### config.mk
export PLATFORM = sky130hd
export DESIGN_NAME = emi_ctrl
export DESIGN_NICKNAME = d
export VERILOG_FILES = /design/src/emi_pkg.sv /design/src/emi_ctrl.sv
export SDC_FILE = /design/constraint.sdc
export NUM_CORES = 1
export LEC_CHECK = 0
export BUFFER_PORTS_ARGS = -buffer_cell sky130_fd_sc_hd__buf_2
export CORE_ASPECT_RATIO = 1.75
export CORE_MARGIN = 3
export CORE_UTILIZATION = 51
export DETAILED_ROUTE_END_ITERATION = 7
export GPL_ROUTABILITY_DRIVEN = 0
export MAX_ROUTING_LAYER = met4
export PLACE_DENSITY = 0.76
export SLEW_MARGIN = 20
export SYNTH_ARGS = -nofsm -noshare
export SYNTH_HDL_FRONTEND = slang
export SYNTH_SLANG_ARGS = --single-unit
### constraint.sdc
create_clock -name clk -period 2 [get_ports clk]
set_input_delay 0.2 -clock clk [delete_from_list [all_inputs] [get_ports clk]]
set_output_delay 0.2 -clock clk [all_outputs]
set_load 0.01 [all_outputs]
### src/emi_pkg.sv
// shared constants and carriers of the external memory interface
package emi_pkg;
  localparam logic [15:0] EMI_PAGE1_ADDR = 16'hC018;
  localparam logic [15:0] EMI_PAGE2_ADDR = 16'hC01A;
  localparam logic [15:0] EMI_CTRL_ADDR = 16'hC03A;
  localparam logic [15:0] EMI_STAT_ADDR = 16'hC03C;
  localparam int EMI_CTRL_WS_LSB = 0;
  localparam int EMI_CTRL_RAM_MERGE = 3;
  localparam int EMI_CTRL_ROM_MERGE = 4;
  localparam int EMI_CTRL_BUS16 = 5;
  localparam int EMI_CTRL_UPPER_EN = 6;
  localparam int EMI_STAT_BUSY = 0;
  localparam int EMI_STAT_BOOT = 1;
  localparam int EMI_STAT_SIG = 2;
  localparam logic [15:0] EMI_CTRL_RST = 16'h0007;
  localparam logic [15:0] EMI_PAGE_RST = 16'h0000;
  localparam logic [15:0] EMI_WIN_LO = 16'h8000;
  localparam logic [15:0] EMI_WIN_HI = 16'hBFFF;
  localparam logic [15:0] EMI_RAM_LO = 16'h4000;
  localparam logic [15:0] EMI_RAM_HI = 16'h7FFF;
  localparam logic [15:0] EMI_ROM_LO = 16'hC100;
  localparam logic [15:0] EMI_ROM_HI = 16'hDFFF;
  localparam logic [15:0] EMI_HOLE_LO = 16'hC000;
  localparam logic [15:0] EMI_HOLE_HI = 16'hC0FF;
  localparam logic [15:0] EMI_BOOT_SIG = 16'hC3B6;
  localparam logic [15:0] EMI_BOOT_SIG_ADDR = 16'hC100;
  localparam int EMI_CLK_NS = 10;
  localparam int EMI_WAIT_NS = 21;
  localparam int EMI_WAIT_CYC = (EMI_WAIT_NS + EMI_CLK_NS - 1) / EMI_CLK_NS;
  localparam int EMI_SETTLE_CYC = 2;
  localparam int EMI_BOOT_MS = 3;
  localparam int EMI_BOOT_CYC = EMI_BOOT_MS * 1000000 / EMI_CLK_NS;
  localparam logic [3:0] EMI_UPPER_IDLE = 4'hF;

  typedef struct packed {
    logic valid;
    logic write;
    logic fetch;
    logic [1:0] be;
    logic [15:0] addr;
    logic [15:0] wdata;
  } emi_req_s;

  typedef struct packed {
    logic done;
    logic ext;
    logic hole;
    logic [15:0] rdata;
  } emi_rsp_s;

  typedef struct packed {
    logic [18:1] addr_hi;
    logic low_byte_enable_n;
    logic high_byte_enable_n;
    logic write_strobe_n;
    logic read_strobe_n;
    logic paged_window_select_n;
    logic ext_ram_select_n;
    logic ext_rom_select_n;
    logic [15:0] dout;
    logic doe;
  } emi_pin_s;

  localparam emi_pin_s EMI_PIN_IDLE = '{addr_hi: 18'h3C000, low_byte_enable_n: 1'b1,
    high_byte_enable_n: 1'b1, write_strobe_n: 1'b1, read_strobe_n: 1'b1,
    paged_window_select_n: 1'b1, ext_ram_select_n: 1'b1, ext_rom_select_n: 1'b1,
    dout: 16'h0000, doe: 1'b0};
endpackage : emi_pkg

### src/emi_ctrl.sv
// external sram/rom interface: decode, paging, wait states, byte lanes
//
// Strobed register access was chosen for this implementation.
`timescale 1ns/100ps
`default_nettype none

// Overview of operation
// - every external access strobes at least one wait
// - wait count programmable to seven, 30 ns (three 10 ns clocks) each
// - cpu sees flat 0x0000-0xFFFF, code or data
// - page one drives upper bits 0x8000-0x9FFF
// - page two drives upper bits 0xA000-0xBFFF
// - both page windows always active
// - window select: upper pins come from page
// - window select active 0x8000-0xBFFF always
// - ram select range widens with ram merge
// - rom select range widens, skips 0xC000-0xC0FF
// - merge bits live in control register
// - no code fetch from 0xC000-0xC0FF
// - dma never targets external memory
// - A18-A15 high until upper enable set
// - bus active during 3 ms boot
// - boot rom holds 0xC3B6 at 0xC100
// - eight and sixteen bit memories supported
// - sixteen bit mode pages 256K words
// - eight bit mode pages 512K bytes
module emi_ctrl #(
  parameter int BOOT_CYCLES = emi_pkg::EMI_BOOT_CYC
) (
  input wire logic clk,
  input wire logic rstn,
  input wire logic [15:0] reg_addr,
  input wire logic [15:0] reg_wdata,
  input wire logic reg_wr,
  input wire logic reg_rd,
  output logic [15:0] reg_rdata,
  input wire emi_pkg::emi_req_s req,
  output logic req_ready,
  output emi_pkg::emi_rsp_s rsp,
  output emi_pkg::emi_pin_s pins,
  input wire logic [15:0] data_in,
  output logic boot_active
);
  import emi_pkg::*;

  typedef enum logic [2:0] {IDLE, STROBE, SETTLE, GAP, DONE} emi_fsm_e;

  typedef struct packed {
    emi_fsm_e st;
    logic [4:0] cnt;
    logic ph;
    logic write;
    logic [1:0] be;
    logic [15:0] caddr;
    logic [15:0] wdata;
    logic [15:0] page1;
    logic [15:0] page2;
    logic [15:0] ctrl;
    logic [15:0] rrd;
    logic [15:0] d1;
    logic [15:0] d2;
    logic [15:0] d3;
    logic [19:0] boot_cnt;
    logic boot;
    logic sig_seen;
    logic [5:0] len;
    emi_rsp_s rsp;
    emi_pin_s pin;
  } emi_state_s;

  emi_state_s s;
  emi_state_s next;

  // bit 2 window, bit 1 ram, bit 0 rom
  function automatic logic [2:0] emi_decode(input logic [15:0] a, input logic ram_m,
                                            input logic rom_m);
    logic win;
    logic ram;
    logic rom;
    win = (a >= EMI_WIN_LO) && (a <= EMI_WIN_HI);
    ram = (a >= EMI_RAM_LO) && (a <= (ram_m ? EMI_WIN_HI : EMI_RAM_HI));
    rom = (a >= (rom_m ? EMI_WIN_LO : EMI_ROM_LO)) && (a <= EMI_ROM_HI) &&
          !((a >= EMI_HOLE_LO) && (a <= EMI_HOLE_HI));
    emi_decode = {win, ram, rom};
  endfunction : emi_decode

  // byte address on the pins; pages widen the window to 19 bits
  function automatic logic [18:0] emi_ext_addr(input logic [15:0] a, input logic [15:0] p1,
                                               input logic [15:0] p2);
    logic [15:0] pg;
    pg = a[13] ? p2 : p1;
    if ((a >= EMI_WIN_LO) && (a <= EMI_WIN_HI)) begin
      emi_ext_addr = {pg[5:0], a[12:0]};
    end else begin
      emi_ext_addr = {3'b000, a};
    end
  endfunction : emi_ext_addr

  function automatic logic [4:0] emi_wait_load(input logic [15:0] c);
    logic [2:0] ws;
    ws = c[EMI_CTRL_WS_LSB +: 3];
    if (ws == 3'h0) begin
      ws = 3'h1;
    end
    emi_wait_load = 5'(EMI_WAIT_CYC * int'(ws) - 1);
  endfunction : emi_wait_load

  logic bus8;
  logic [2:0] dec;
  logic hole;
  logic [18:0] ext;
  assign bus8 = !s.ctrl[EMI_CTRL_BUS16];
  assign dec = emi_decode(req.addr, s.ctrl[EMI_CTRL_RAM_MERGE], s.ctrl[EMI_CTRL_ROM_MERGE]);
  assign hole = req.fetch && (req.addr >= EMI_HOLE_LO) && (req.addr <= EMI_HOLE_HI);

  always_comb begin
    next = s;
    next.rsp.done = 1'b0;
    next.rrd = 16'h0000;
    // data pins are asynchronous to clk
    next.d1 = data_in;
    next.d2 = s.d1;
    next.d3 = s.d2;
    next.len = (!s.pin.write_strobe_n || !s.pin.read_strobe_n) ? s.len + 6'h01 : 6'h00;

    if (s.boot) begin
      next.boot_cnt = s.boot_cnt + 20'h00001;
      if (s.boot_cnt >= 20'(BOOT_CYCLES - 1)) begin
        next.boot = 1'b0;
      end
    end

    if (reg_wr) begin
      unique case (reg_addr)
        EMI_PAGE1_ADDR: next.page1 = reg_wdata;
        EMI_PAGE2_ADDR: next.page2 = reg_wdata;
        EMI_CTRL_ADDR: next.ctrl = reg_wdata;
        default: ;
      endcase
    end
    if (reg_rd) begin
      unique case (reg_addr)
        EMI_PAGE1_ADDR: next.rrd = s.page1;
        EMI_PAGE2_ADDR: next.rrd = s.page2;
        EMI_CTRL_ADDR: next.rrd = s.ctrl;
        EMI_STAT_ADDR: begin
          next.rrd[EMI_STAT_BUSY] = s.st != IDLE;
          next.rrd[EMI_STAT_BOOT] = s.boot;
          next.rrd[EMI_STAT_SIG] = s.sig_seen;
        end
        default: next.rrd = 16'h0000;
      endcase
    end

    unique case (s.st)
      IDLE: begin
        if (req.valid) begin
          next.caddr = req.addr;
          next.write = req.write;
          next.be = req.be;
          next.wdata = req.wdata;
          next.rsp = '0;
          if (hole) begin
            next.rsp.done = 1'b1;
            next.rsp.hole = 1'b1;
          end else if (dec == 3'b000) begin
            next.rsp.done = 1'b1;
          end else begin
            next.rsp.ext = 1'b1;
            next.ph = bus8 && req.write && !req.be[0];
            next.pin.paged_window_select_n = !dec[2];
            next.pin.ext_ram_select_n = !dec[1];
            next.pin.ext_rom_select_n = !dec[0];
            next.cnt = emi_wait_load(s.ctrl);
            next.st = STROBE;
          end
        end
      end
      STROBE: begin
        if (s.cnt != 5'h00) begin
          next.cnt = s.cnt - 5'h01;
        end else if (!s.write) begin
          next.cnt = 5'(EMI_SETTLE_CYC);
          next.st = SETTLE;
        end else begin
          next.st = (bus8 && !s.ph && s.be[1]) ? GAP : DONE;
        end
      end
      SETTLE: begin
        // strobe stays low until the synchronised data is stable
        if (s.cnt != 5'h00) begin
          next.cnt = s.cnt - 5'h01;
        // upper data lines float on an 8-bit part, so only the low byte must settle
        end else if (bus8 ? (s.d2[7:0] == s.d3[7:0]) : (s.d2 == s.d3)) begin
          if (!bus8) begin
            next.rsp.rdata = s.d3;
          end else if (!s.ph) begin
            next.rsp.rdata[7:0] = s.d3[7:0];
          end else begin
            next.rsp.rdata[15:8] = s.d3[7:0];
          end
          next.st = (bus8 && !s.ph) ? GAP : DONE;
        end
      end
      GAP: begin
        next.ph = 1'b1;
        next.cnt = emi_wait_load(s.ctrl);
        next.st = STROBE;
      end
      DONE: begin
        next.pin.paged_window_select_n = 1'b1;
        next.pin.ext_ram_select_n = 1'b1;
        next.pin.ext_rom_select_n = 1'b1;
        next.rsp.done = 1'b1;
        if (!s.write && (s.caddr == EMI_BOOT_SIG_ADDR) && (s.rsp.rdata == EMI_BOOT_SIG)) begin
          next.sig_seen = 1'b1;
        end
        next.st = IDLE;
      end
    endcase

    // strobes and data drive follow the state being entered
    next.pin.write_strobe_n = !((next.st == STROBE || next.st == SETTLE) && next.write);
    next.pin.read_strobe_n = !((next.st == STROBE || next.st == SETTLE) && !next.write);
    next.pin.doe = (next.st == STROBE) && next.write;
    ext = emi_ext_addr(next.caddr, s.page1, s.page2);
    if (next.st == STROBE && s.st != STROBE) begin
      next.pin.addr_hi = ext[18:1];
      if (bus8) begin
        next.pin.low_byte_enable_n = next.ph;
        next.pin.high_byte_enable_n = 1'b1;
        next.pin.dout = {8'h00, next.ph ? next.wdata[15:8] : next.wdata[7:0]};
      end else begin
        next.pin.low_byte_enable_n = next.write && !next.be[0];
        next.pin.high_byte_enable_n = next.write && !next.be[1];
        next.pin.dout = next.wdata;
      end
    end
    if (!next.ctrl[EMI_CTRL_UPPER_EN]) begin
      next.pin.addr_hi[18:15] = EMI_UPPER_IDLE;
    end

    if (!rstn) begin
      next = '0;
      next.st = IDLE;
      next.ctrl = EMI_CTRL_RST;
      next.page1 = EMI_PAGE_RST;
      next.page2 = EMI_PAGE_RST;
      next.boot = 1'b1;
      next.pin = EMI_PIN_IDLE;
    end
  end

  always_ff @(posedge clk) begin
    s <= next;
  end

  assign req_ready = s.st == IDLE;
  assign rsp = s.rsp;
  assign pins = s.pin;
  assign reg_rdata = s.rrd;
  assign boot_active = s.boot;

  logic stb_n;
  logic [2:0] ws_eff;
  logic [2:0] cdec;
  assign stb_n = s.pin.write_strobe_n && s.pin.read_strobe_n;
  assign ws_eff = (s.ctrl[2:0] == 3'h0) ? 3'h1 : s.ctrl[2:0];
  assign cdec = emi_decode(s.caddr, s.ctrl[EMI_CTRL_RAM_MERGE], s.ctrl[EMI_CTRL_ROM_MERGE]);
endmodule : emi_ctrl

`default_nettype wire

==> results.ini, run 1 <==
[timing]
finalWorstPathRequiredPeriod_ns=2.27
max_freq_mhz=440
rsz0062_at_grt=yes
fin_ws_ns=-0.274
finalHoldViolations=0
maxSlewViolCount=0
worst_pin_slew_ns=0.974
setup_tns_ns=-10.05
max_slew_margin_pct=34.8
setup_viol=51
post-route-period-util_pct=114
finClkSkew_ns=0.0119

[die]
core_um2=20900
rows=70
chipHeight_um=199
start_util_pct=51.9
die_area_um2=23200
ios=168
die_w_um=116

[power]
power_frac_seq_pct=40.4
internal_power_uw=9110
p_clk_share_pct=33.2
switching_share_pct=29.6
p_sw_uw=3820
pwr-share-comb_pct=26.4
cellLeakagePower_uw=0.00582
power.density_nw_per_um2=928
ir_worst_vdd_mv=0.612

[setup_path]
crit_path_top_delay_cell=dfxtp_4
max_stage_delay_ns=0.39
critPathCaptureType=flip-flop
worstPathRequired_ns=2.44
path_max_fanout=8
reg2reg_depth=11
cp-start-kind=flip-flop
worstSetupPathType=flip-flop to flip-flop
reg2reg_slack_ns=-0.27
worstPathCellList=ha_4 > o21ai_4 > buf_6 > nor4_4 > o211ai_2 > nand2_4 > a21oi_4 > clkbuf_16 > buf_8 > nand2_1 > a21boi_1
critPathArrivalTime_ns=2.72

[synthesis]
netlist_area_um2=10900
synth_fp_nets=1298
synth.distinct_cells=78
ys.flop_type=dfxtp_1
yosysWarnings=0
ys_seq_elements=239
synth_cells=1201
synth_edf_count=0
avgSynthCellArea_um2=9.04
synthArstFlopShare_pct=0
synth-seq-area-share_pct=44.1

[status]
violations=setup timing
outcome=complete, but fails checks

[hold_path]
holdPathStages=3
hold_path.class=input port to flip-flop

[detailed_routing]
drtPass1Iterations=5
postRouteWirelength_mm=29.3
post_drt_wl_per_cell_um=17.5
drtAntennaViolNets=0
met1_length_mm=10.7
dr_wl_met2_mm=15.6
drc_errors=0
first_iter_violations=656
via_per_inst=5.58
vias=9344
dr_wl_met3_mm=1.36
top_layer_used=met4

[cells_and_area]
final_util_pct=66.6
drive_gt1_share_pct=33.6
final_common_cell=dfxtp_1
final_cell_mix=dfxtp_1, nand2_1, buf_2
fin_nets=1504
area_delta_synth_final_pct=28.3
stdcell_count=1676

[global_routing]
grt_pass1_wl_mm=44.6
antenna_found_initial=1
grt_pass1_vias=9309
grt_use_total_pct=24.5
grt_max_degree=93
overflow=0

[placement]
dp_hpwl_mm=19.6
io_buffer_count=167
dp.cells=1573
dpl_worst_slack_ns=-0.340

[cts]
clk_pin_slew_ns=0.07
cts_buffer_depth=3
insertion_delay_ns=0.51
cts_buffers=22
root_buffer=clkbuf_16
cts_tree=yes
cts_sinks=239
cts.htree.levels=1

[job]
drv_cap=0

[cell families (layout without fill, tap and decap cells)]
kind of cell | after synthesis | after routing | synth area share (%)
buffers and inverters | 165 | 386 | 8.93
AOI/OAI and AO/OA | 220 | 220 | 15.2
and+or+nand+nor | 486 | 486 | 23.1
muxes | 47 | 48 | 4.83
xor gates and xnor gates | 36 | 36 | 2.90
adders and majority gates | 8 | 8 | 0.991
other | 0 | 1 | 0
DFF | 239 | 239 | 44.1
[flip-flops by register name (all words and copies together), names as in the netlist]
signal and count:
rsp 19, boot_active 1, s 161, pins 42, reg_rdata 16
[layout make-up]
cell class	count	area (um^2)
flip-flops and latches	239	4790
well taps	252	315
multi-input cells	798	5660
repair buffers	327	2330
clock inverters	14	139
clock buffers	26	607
diodes	1	2.50
inverters	19	73.8
fillers	1606	7000
[per-layer routing]
layer	GRT usage, %	vias to the layer above
met4	12.9	0
met5	-	-
met2	44.9	325
met1	25.1	4439
met3	2.94	106
li1	-	4474
[through the flow]
stage	instance area (um^2)	hold slack, ns	total power, uW
2_1_floorplan	10900	0.319	6980
3_3_place_gp	12000	0.408	7770
3_5_place_dp	12000	0.411	7820
4_1_cts	13600	0.00126	12600
5_1_grt	13900	0.0212	13400
6_report	13900	0.00668	12900
[synth_stat cells (4+ instances only)]
| library cell | n | share of area [%] |
|---|---|---|
| nand2_1 | 193 | 6.7 |
| and3_1 | 22 | 1.3 |
| nand2b_1 | 8 | 0.46 |
| buf_2 | 16 | 0.74 |
| inv_1 | 18 | 0.62 |
| dfxtp_1 | 239 | 44 |
| o22ai_1 | 5 | 0.29 |
| clkbuf_1 | 43 | 1.5 |
| a22oi_1 | 14 | 0.97 |
| buf_4 | 82 | 5.7 |
| nand3b_1 | 9 | 0.62 |
| a21oi_1 | 13 | 0.60 |
| nor3_1 | 18 | 0.83 |
| a21boi_0 | 53 | 3.7 |
| a21boi_1 | 22 | 1.5 |
| xnor2_1 | 22 | 1.8 |
| nor4_1 | 8 | 0.46 |
| nor2_1 | 45 | 1.6 |
| nor4b_1 | 4 | 0.32 |
| o31ai_2 | 9 | 1.0 |
| or3_1 | 6 | 0.35 |
| nor2b_1 | 26 | 1.5 |
| o21ai_0 | 34 | 1.6 |
| and2_1 | 73 | 4.2 |
| ha_1 | 7 | 0.81 |
| a21o_2 | 8 | 0.65 |
| a21o_1 | 13 | 0.90 |
| a31oi_1 | 4 | 0.23 |
| xor2_1 | 14 | 1.1 |
| o311ai_1 | 4 | 0.32 |
| mux2_2 | 23 | 2.4 |
| mux2i_1 | 22 | 2.0 |
| nand4_1 | 31 | 1.8 |
| o21ai_1 | 6 | 0.28 |
| nand3_1 | 21 | 0.97 |
[critical path: cells and delay by family (launching register included)]
family          cells  cell delay (ns)
compound gates      4             0.88
flops               1             0.39
simple gates        3             0.24
fa+ha+maj           1             0.21
buf+inv             3             0.48
[timing repair]
item / in CTS / in global routing
gates resized for setup: 60 / 67
endpoints found under the hold margin: 67 / 0
pin swaps: 38 / 33
endpoints found under the setup margin: 57 / 67
hold buffers: 37 / 0
gates cloned: 6 / 0
setup buffers: 11 / 11
[power groups by stage]
stage	logic [uW]	registers, uW	clock network (uW)
final	3410	5220	4300
after global routing	3640	5240	4550
after CTS	2990	5200	4360
after detailed placement	2520	5300	0
after global placement	2470	5300	0
after floorplan	1730	5250	0
[path summary, 6_finish.rpt]
| path | end | start |
|---|---|---|
| setup reg to reg | pins[16] | s[157] |
| setup / recovery | pins[16] | s[157] |
| hold / removal | s[206] | req[5] |
| hold reg to reg | s[116] | s[132] |
No activity file was read; power rests on OpenSTA's default activity.
==> run 2: changes to the inputs <==
--- a/config.mk
+++ b/config.mk
@@ -9,6 +9,7 @@
 export CORE_ASPECT_RATIO = 1.75
 export CORE_MARGIN = 3
 export CORE_UTILIZATION = 51
+export CTS_BUF_LIST = sky130_fd_sc_hd__clkbuf_8 sky130_fd_sc_hd__clkbuf_16
 export DETAILED_ROUTE_END_ITERATION = 7
 export GPL_ROUTABILITY_DRIVEN = 0
 export MAX_ROUTING_LAYER = met4
==> results.ini, run 2 (synthesized netlist as in run 1, its figures left out) <==
[status]
outcome=complete, but fails checks
violations=setup timing

[detailed_routing]
post_drt_wl_per_cell_um=17.5
drc_errors=0
via_per_inst=5.58
drtPass1Iterations=5
drtAntennaViolNets=0
vias=9358
postRouteWirelength_mm=29.3
first_iter_violations=663

[cts]
cts_tree=yes
root_buffer=clkbuf_16
cts_buffers=22
insertion_delay_ns=0.51
cts_sinks=239
cts_buffer_depth=3
cts.htree.levels=1
clk_pin_slew_ns=0.07

[timing]
rsz0062_at_grt=yes
post-route-period-util_pct=114
max_slew_margin_pct=34.3
finClkSkew_ns=0.0115
finalWorstPathRequiredPeriod_ns=2.27
fin_ws_ns=-0.272
holdWs_ns=0.00614
worst_pin_slew_ns=0.982
setup_viol=51
maxSlewViolCount=0
max_freq_mhz=440
finalHoldViolations=0

[global_routing]
grt_use_total_pct=24.5
grt_pass1_wl_mm=44.6
overflow=0
antenna_found_initial=1
grt_pass1_vias=9309
grt_max_degree=93

[power]
switching_share_pct=29.6
pwr-share-comb_pct=26.4
p_sw_uw=3830
power_uw=12900
power.density_nw_per_um2=928
p_clk_share_pct=33.2
cellLeakagePower_uw=0.00582
internal_power_uw=9100
ir_worst_vdd_mv=0.612
power_frac_seq_pct=40.4

[hold_path]
holdPathStages=3
hold_path.class=input port to flip-flop

[cells_and_area]
drive_gt1_share_pct=33.6
top_register=s
stdcell_count=1676
fin_nets=1504
area_delta_synth_final_pct=28.3
final_common_cell=dfxtp_1
largest_reg_flops=161
final_area_um2=13900
final_cell_mix=dfxtp_1, nand2_1, buf_2

[job]
drv_cap=0

[setup_path]
reg2reg_depth=11
worstSetupPathType=flip-flop to flip-flop
critPathArrivalTime_ns=2.71
path_max_fanout=8
cp-start-kind=flip-flop
worstPathRequired_ns=2.44
critPathCaptureType=flip-flop

[die]
start_util_pct=51.9
die_w_um=116
rows=70
chipHeight_um=199
die_area_um2=23200
ios=168
core_um2=20900

[placement]
io_buffer_count=167
dp.cells=1573
dp_hpwl_mm=19.6
dpl_worst_slack_ns=-0.340
dpl_cell_area_um2=12000

[run 2: cell types whose count changed in the layout (fill, tap and decap cells not counted), sizes merged]
cell | previous run | this run
clkbuf | 27 | 26
inv | 19 | 20
[run 2: repair_timing]
action,4_1_cts,5_1_grt
hold buffers,37,0
gates resized for setup,60,67
buffers inserted,11,11
gates cloned,6,0
hold endpoints to repair,67,0
endpoints found under the setup margin,57,67
pin swaps,38,33
[run 2: cell type report]
type	instances	area, um^2
Fill cell	1606	7000
Multi-Input combinational cell	798	5660
Sequential cell	239	4790
Timing Repair Buffer	327	2330
Clock buffer	25	603
Tap cell	252	315
Clock inverter	15	143
Inverter	19	73.8
Antenna cell	1	2.50
[run 2: final timing paths]
check | startpoint | end | slack (ns)
worst max-delay path | s[157] | pins[16] | -0.27
worst min-delay path | req[2] | s[203] | 0.006
worst max register to register | s[157] | pins[16] | -0.27
worst min register to register | s[132] | s[116] | 0.43
[run 2: through the flow]
stage	TNS [ns]	utilization [%]
detailed placement	-13.42	57.3
CTS	-8.69	65.1
global placement	-11.63	57.3
floorplan	-0.436	-
finish	-10.07	66.6
global route	-16.16	66.6
[run 2: critical path, cell delays in order (launching register included)]
cell       delay, ns
dfxtp_4         0.39
ha_4            0.21
o21ai_4         0.15
buf_6           0.13
nor4_4          0.04
o211ai_2        0.27
nand2_4         0.14
a21oi_4         0.33
clkbuf_16       0.24
buf_8           0.11
nand2_1         0.06
a21boi_1        0.13
[run 2: power by group through the flow]
stage          clock network [uW]  registers [uW]  logic (uW)
2_1_floorplan                   0            5250        1730
3_3_place_gp                    0            5300        2470
3_5_place_dp                    0            5300        2520
4_1_cts                      4360            5200        2990
5_1_grt                      4550            5240        3640
6_report                     4290            5220        3410
[run 2: metal layers]
metal  track usage [%]  vias to the layer above  share of wire, %
met4              12.9                        0               5.5
li1                  -                     4470                 -
met2              44.9                      323                53
met1              25.1                     4461                37
met3              2.94                      104               4.6
met5                 -                        -                 0
